## src/core/kwr_pkg.sv

```systemverilog
/*
  Package for the key wakeup release block: register offsets, field
  positions, reset values and the sequencer states.
  Assumes a 12-bit register address space with 8-bit data.
*/
`default_nettype none

package kwr_pkg;

  // ----------------------------------------------------------------
  // Register map
  // ----------------------------------------------------------------
  localparam int ADDR_W = 12;
  localparam int DATA_W = 8;
  localparam int KEY_N = 4;
  localparam logic [11:0] KEY_WAKE_ENABLE_ADDR = 12'hF9F;
  localparam logic [11:0] WAKE_STATUS_ADDR = 12'hFA0;

  // ----------------------------------------------------------------
  // Field layout
  // ----------------------------------------------------------------
  localparam int ENABLE_LSB = 4;
  localparam int ENABLE_MSB = 7;
  localparam logic [3:0] KEY_IDLE = 4'hF;
  localparam logic REL_IDLE = 1'b0;
  localparam int STAT_SLEEP_BIT = 0;
  localparam int STAT_REL_BIT = 1;
  localparam int STAT_KEY_LSB = 4;
  localparam logic [3:0] ENABLE_RESET = 4'h0;
  localparam logic [7:0] READ_ZERO = 8'h00;

  // ----------------------------------------------------------------
  // Sequencer states and register-port carrier
  // ----------------------------------------------------------------
  typedef enum logic {
    KWR_RUN,
    KWR_SLEEP
  } kwr_state_type;

  typedef struct packed {
    logic [11:0] addr;
    logic [7:0] wdata;
    logic wr;
    logic rd;
  } kwr_req_type;

endpackage : kwr_pkg

`default_nettype wire

```

## src/core/kwr_key_wakeup_release.sv

```systemverilog
/*
  Key wakeup release logic: the dedicated release pin and, in level mode
  only, four enableable key wake pins end deep-sleep; all are checked at entry.
  Assumes the system control logic pulses sleep_request when the
  entry instruction runs and holds release_mode steady; pins are
  asynchronous and are synchronised here. A combinational wake
  request is also provided for use while clk_sys is stopped.
*/
// Operation
// Four key pin enables, bits 7..4
// Enables write-only, reset cleared
// Level mode: enabled low key releases
// Sleep entered only by system control
// Entry with pending wake starts warm-up
// Release pin: high level or rising edge
// Edge mode: keys disabled or held high
// Release pin held low for key wake
// Wake pins set to input first
// Software checks keys high before entry
// Wake path separate from port path
// Enabled key pin not analog input
// Wake request works without clock
`timescale 1ns/1ps
`default_nettype none

module kwr_key_wakeup_release (
  // Clock and reset
  input wire logic clk_sys,
  input wire logic resetn,
  // Register port
  input wire logic [11:0] reg_addr,
  input wire logic [7:0] reg_wdata,
  input wire logic reg_wr,
  input wire logic reg_rd,
  output logic [7:0] reg_rdata,
  // System control
  input wire logic sleep_request,
  input wire logic release_mode,
  // Pins
  input wire logic [3:0] key_wake_pin,
  input wire logic release_pin,
  // Status and requests
  output logic [3:0] port_key_level,
  output logic deep_sleep,
  output logic warmup_start,
  output logic wake_request_async
);

  // ----------------------------------------------------------------
  // Register port decode
  // ----------------------------------------------------------------
  kwr_pkg::kwr_req_type req;
  wire logic hit_enable;
  wire logic hit_status;
  wire logic wr_enable;

  // Bundle the strobes so decode reads one carrier
  assign req = '{addr: reg_addr, wdata: reg_wdata,
                 wr: reg_wr, rd: reg_rd};
  assign hit_enable = (req.addr == kwr_pkg::KEY_WAKE_ENABLE_ADDR);
  assign hit_status = (req.addr == kwr_pkg::WAKE_STATUS_ADDR);
  assign wr_enable = req.wr && hit_enable;

  // ----------------------------------------------------------------
  // Key wake enable register
  // ----------------------------------------------------------------
  logic [3:0] key_wake_enable;

  // Upper nibble only; the low nibble has no storage at all
  always_ff @(posedge clk_sys)
  begin
    if (!resetn)
      key_wake_enable <= kwr_pkg::ENABLE_RESET;
    else if (wr_enable)
      key_wake_enable <= req.wdata[kwr_pkg::ENABLE_MSB:kwr_pkg::ENABLE_LSB];
  end

  // ----------------------------------------------------------------
  // Pin synchronisers
  // ----------------------------------------------------------------
  logic [3:0] key_meta;
  logic [3:0] key_sync;
  logic [3:0] port_meta;
  logic rel_meta;
  logic rel_sync;
  logic rel_prev;

  // Two stages per pin; first stage feeds only the second
  // Reset to pin idle levels, so no false edge or key follows reset
  always_ff @(posedge clk_sys)
  begin
    if (!resetn)
    begin
      key_meta <= kwr_pkg::KEY_IDLE;
      key_sync <= kwr_pkg::KEY_IDLE;
      rel_meta <= kwr_pkg::REL_IDLE;
      rel_sync <= kwr_pkg::REL_IDLE;
      rel_prev <= kwr_pkg::REL_IDLE;
    end
    else
    begin
      key_meta <= key_wake_pin;
      key_sync <= key_meta;
      rel_meta <= release_pin;
      rel_sync <= rel_meta;
      rel_prev <= rel_sync;
    end
  end

  // Own synchroniser for the port read path, so its level may differ
  always_ff @(posedge clk_sys)
  begin
    if (!resetn)
    begin
      port_meta <= kwr_pkg::KEY_IDLE;
      port_key_level <= kwr_pkg::KEY_IDLE;
    end
    else
    begin
      port_meta <= key_wake_pin;
      port_key_level <= port_meta;
    end
  end

  // ----------------------------------------------------------------
  // Wake condition decode
  // ----------------------------------------------------------------
  wire logic key_low_any;
  wire logic rel_rise;
  wire logic entry_blocked;
  wire logic wake_now;

  // Only enabled keys count; a disabled low pin is ignored
  assign key_low_any = |(key_wake_enable & ~key_sync);
  assign rel_rise = rel_sync && !rel_prev;
  // Entry check looks at the release pin level in both modes
  assign entry_blocked = rel_sync || key_low_any;
  // Keys only release in level mode; edge mode relies on them high
  assign wake_now = release_mode ? (rel_sync || key_low_any)
                                 : rel_rise;

  // Clockless path: raw pins, usable with the core clock stopped
  assign wake_request_async = release_pin ||
                              (|(key_wake_enable & ~key_wake_pin));

  // ----------------------------------------------------------------
  // Sleep sequencer
  // ----------------------------------------------------------------
  kwr_pkg::kwr_state_type state;
  kwr_pkg::kwr_state_type next_state;
  logic next_warmup;

  // Entry only on the system control request; wake pins only exit
  always_comb
  begin
    next_state = state;
    next_warmup = 1'b0;
    case (state)
      kwr_pkg::KWR_RUN:
      begin
        if (sleep_request)
        begin
          if (entry_blocked)
            next_warmup = 1'b1;
          else
            next_state = kwr_pkg::KWR_SLEEP;
        end
      end
      kwr_pkg::KWR_SLEEP:
      begin
        if (wake_now)
        begin
          next_state = kwr_pkg::KWR_RUN;
          next_warmup = 1'b1;
        end
      end
      default:
      begin
        next_state = kwr_pkg::KWR_RUN;
      end
    endcase
  end

  // State and one-cycle warm-up start pulse
  always_ff @(posedge clk_sys)
  begin
    if (!resetn)
    begin
      state <= kwr_pkg::KWR_RUN;
      warmup_start <= 1'b0;
    end
    else
    begin
      state <= next_state;
      warmup_start <= next_warmup;
    end
  end

  assign deep_sleep = (state == kwr_pkg::KWR_SLEEP);

  // ----------------------------------------------------------------
  // Read data
  // ----------------------------------------------------------------
  wire logic [7:0] status_word;
  wire logic [7:0] next_rdata;

  // Status gives sleep state, release pin and synced key levels
  assign status_word = {key_sync, 2'b00, rel_sync, deep_sleep};
  // Enable register is write-only, so it reads back as zero
  assign next_rdata = (req.rd && hit_status) ? status_word
                                             : kwr_pkg::READ_ZERO;

  // Data stands only in the cycle after the read strobe
  always_ff @(posedge clk_sys)
  begin
    if (!resetn)
      reg_rdata <= kwr_pkg::READ_ZERO;
    else
      reg_rdata <= next_rdata;
  end
endmodule : kwr_key_wakeup_release

`default_nettype wire

```

## config.mk

```make
export PLATFORM = sky130hd
export DESIGN_NAME = kwr_key_wakeup_release
export DESIGN_NICKNAME = d
export VERILOG_FILES = /design/src/core/kwr_pkg.sv /design/src/core/kwr_key_wakeup_release.sv
export SDC_FILE = /design/constraint.sdc
export NUM_CORES = 1
export LEC_CHECK = 0
export BUFFER_PORTS_ARGS = -buffer_cell sky130_fd_sc_hd__clkbuf_2
export CAP_MARGIN = 40
export CORE_MARGIN = 2
export CORE_UTILIZATION = 37
export CTS_BUF_LIST = sky130_fd_sc_hd__clkbuf_8
export CTS_CLUSTER_SIZE = 10
export DETAILED_ROUTE_END_ITERATION = 8
export GPL_TIMING_DRIVEN = 0
export HOLD_SLACK_MARGIN = 0.12
export PLACE_DENSITY_LB_ADDON = 0.25
export SETUP_SLACK_MARGIN = 0.1
export SYNTH_ARGS = -nofsm -noshare
export SYNTH_HDL_FRONTEND = slang
export SYNTH_SLANG_ARGS = --single-unit
```

## constraint.sdc

```tcl
create_clock -name clk_sys -period 1.9 [get_ports clk_sys]
set_clock_uncertainty 0.15 [all_clocks]
set_input_delay 0.38 -clock clk_sys [delete_from_list [all_inputs] [get_ports clk_sys]]
set_output_delay 0.38 -clock clk_sys [all_outputs]
set_load 0.03 [all_outputs]
```

==> results.yml <==
clocking:
  clk_latency_ps: 260
  clock_sink_count: 23
  cts_made_buffers: 3
  htree_num_levels: 1
  path_clk_slew_ps: 70
  hold_buffers: 0
  clockBufferDepth: 2
  cts_tree: "built"
  clock-root-buffer: "clkbuf_8"
floorplan:
  die_width_um: 52.9
  core_area_sq_um: 2230
  start_util_pct: 39.6
  die_area_sq_um: 2800
  chipHeight_um: 52.9
  std_cell_rows: 17
  design.portCount: 46
yosys:
  synth-seq-area-share_pct: 52.1
  yosys-top-cells-area: "dfxtp_1 (52%), and2_1 (6.4%), nand2b_1 (6.4%), nor4_4 (4.8%), mux2i_1 (4.5%)"
  post-synth-top-area-fraction_pct: 52.1
  synthesis.instances: 85
  synthesis.yosys.warnings: 0
  most_used_flip_flop_cell_after_synthesis: "dfxtp_1"
  synthesis.area_per_instance_sq_um: 10.4
  synth_area_leader_cell: "dfxtp_1"
  postSynth.asyncResetShare_pct: 0
  ys_ff_latch: 23
  count_of_flip_flops_with_a_built_in_enable_after_synthesis: 0
  synth_cell_type_count: 23
  netlist_area_sq_um: 885
power:
  power_leakage_nw: 0.585
  sw_frac_of_total_pct: 22.9
  power_frac_comb_pct: 11.1
  netSwitchingPower_w: 0.000204
  power.share.sequential_pct: 56.2
  internal_power_w: 0.000686
  power.density_nw_per_um2: 764
  report.power.total_w: 0.000890
  clk_network_pwr_share_pct: 32.6
  ir_drop_v: 0.000645
setup_path:
  critical_path.max_stage_delay_ps: 340
  critical_path_arrival_ps: 1180
  critical_path.cell_chain: "a222oi_1, nand2_1, buf_2"
  nature_of_the_critical_path_endpoint: "primary output"
  critical-path-slowest-cell: "dfxtp_1"
  reg2reg_slack_ps: 690
  cp_data_required_time_ps: 1370
  critical_path.startpoint_type: "register"
  setup.worst_path.class: "reg -> out"
  maximum_fanout_count_along_the_critical_path: 3
route:
  route.vias.total: 706
  totalWireLength_mm: 1.57
  detail_route.wl_per_cell_um: 9.99
  drt.antenna.violating_nets: 0
  drc_violation_count_after_routing: 0
  drt-initial-drc-count: 14
  via_count_normalized_by_instance_count: 4.50
  firstDrtPassIters: 4
finish:
  area_delta_synth_final_pct: 31.7
  fin_util_pct: 52.2
  antenna_diodes: 0
  layout-drive-gt1-share_pct: 39.5
  n_fill_cell: 225
  layout_common_cells: "clkbuf_2 (38), dfxtp_1 (23), nand2_1 (9), nand2b_1 (9), and2_1 (9)"
  finish.net_count: 161
  final_cell_area_sq_um: 1160
  final_common_cell: "clkbuf_2"
global_routing:
  grt_max_degree: 14
  first_global_vias: 712
  globalRouteOverflowTotal: 0
  antenna_violations_before_repair: 0
  grt_first_pass_wirelength_mm: 2.75
  grt_use_total_pct: 13.7
place:
  dpl.hpwl_mm: 1.32
  gp_routability_congestion: 0.737
  placement.io_buffers: 39
  place_area_sq_um: 1120
timing:
  timing.final.hold_violations: 0
  setup_violations: 0
  totalNegativeSetupSlack_ps: 0
  drv_slew: 0
  grt_setup_unrepaired: "no"
  maxClockFrequency_mhz: 586
  period_share_pct: 89.9
  period_needed_ps: 1710
min_path:
  min_path_type: "in -> reg"
run:
  drv_cap: 0
outcome:
  status: "finished clean"
logic make-up after synthesis:
logic type	Yosys count	share of synthesized area, %
AOI/OAI and AO/OA	8	6.36
buffers and inverters	12	5.94
DFF	23	52.1
muxes	4	4.53
other	1	0.424
and+or+nand+nor	37	30.7
cell usage after synthesis, types with 2 or more instances:
cell type	count
dfxtp_1	23
and2_1	9
nand2_1	9
nand2b_1	9
inv_1	8
mux2i_1	4
a21oi_1	3
a222oi_1	2
buf_4	2
clkbuf_1	2
nor4_4	2
metrics by stage:
stage	std cells	hold WS, ps	setup WS (ps)
after floorplan	86	236	422
after global placement	153	240	240
after detailed placement	153	245	231
after CTS	157	166	174
after global routing	157	169	106
final	157	163	193
flip-flops by register name (all words and copies together), names as in the netlist:
signal,flops
deep_sleep,1
key_wake_enable,4
port_key_level,4
port_meta,4
reg_rdata,6
rel_meta,1
rel_prev,1
rel_sync,1
warmup_start,1
area by class of cell:
cell class	instances	area [sq um]	area share [%]
Timing Repair Buffer	39	195	16.8
Multi-Input combinational cell	51	375	32.2
Clock inverter	1	5.00	0.430
Inverter	8	30.0	2.58
Buffer	4	22.5	1.93
Clock buffer	3	41.3	3.54
Tap cell	28	35.0	3.01
Sequential cell	23	460	39.5
worst paths after layout:
check | endpoint | depth (start not counted) | from
max | wake_request_async | 3 | key_wake_enable[1]$_SDFFE_PN0P_
min reg2reg | port_key_level[2]$_SDFF_PN1_ | 1 | port_meta[2]$_SDFF_PN1_
max reg2reg | deep_sleep$_SDFF_PN0_ | 3 | port_key_level[0]$_SDFF_PN1_
min | port_meta[2]$_SDFF_PN1_ | 2 | key_wake_pin[2]
power by group through the flow:
stage                     registers (W)  logic (W)  clock network, W
after floorplan                0.000523  0.0000446                 0
after global placement         0.000512  0.0000974                 0
after detailed placement       0.000512  0.0000999                 0
after CTS                      0.000501   0.000100          0.000301
after global routing           0.000503   0.000109          0.000319
final                          0.000501  0.0000991          0.000290
repair_timing:
action                                  4_1_cts  5_1_grt
setup buffers                                 0        0
resized for setup                             0        1
endpoints found under the setup margin        0        1
worst max-delay path, delay by kind of cell, from the launching register on:
kind	cells	cell delay [ps]
flip-flops	1	340
buffers and inverters	1	180
AND/OR/NAND/NOR	1	80
AO/OA/AOI/OAI	1	310
layer usage:
layer,part of all wire [%],track usage (%),up-vias
met3,8.5,5.93,2
met4,0.89,5.98,0
met1,37,12.9,319
met5,0,0,-
met2,53,25.2,20
li1,-,-,365
(Power assumes the default switching activity.)
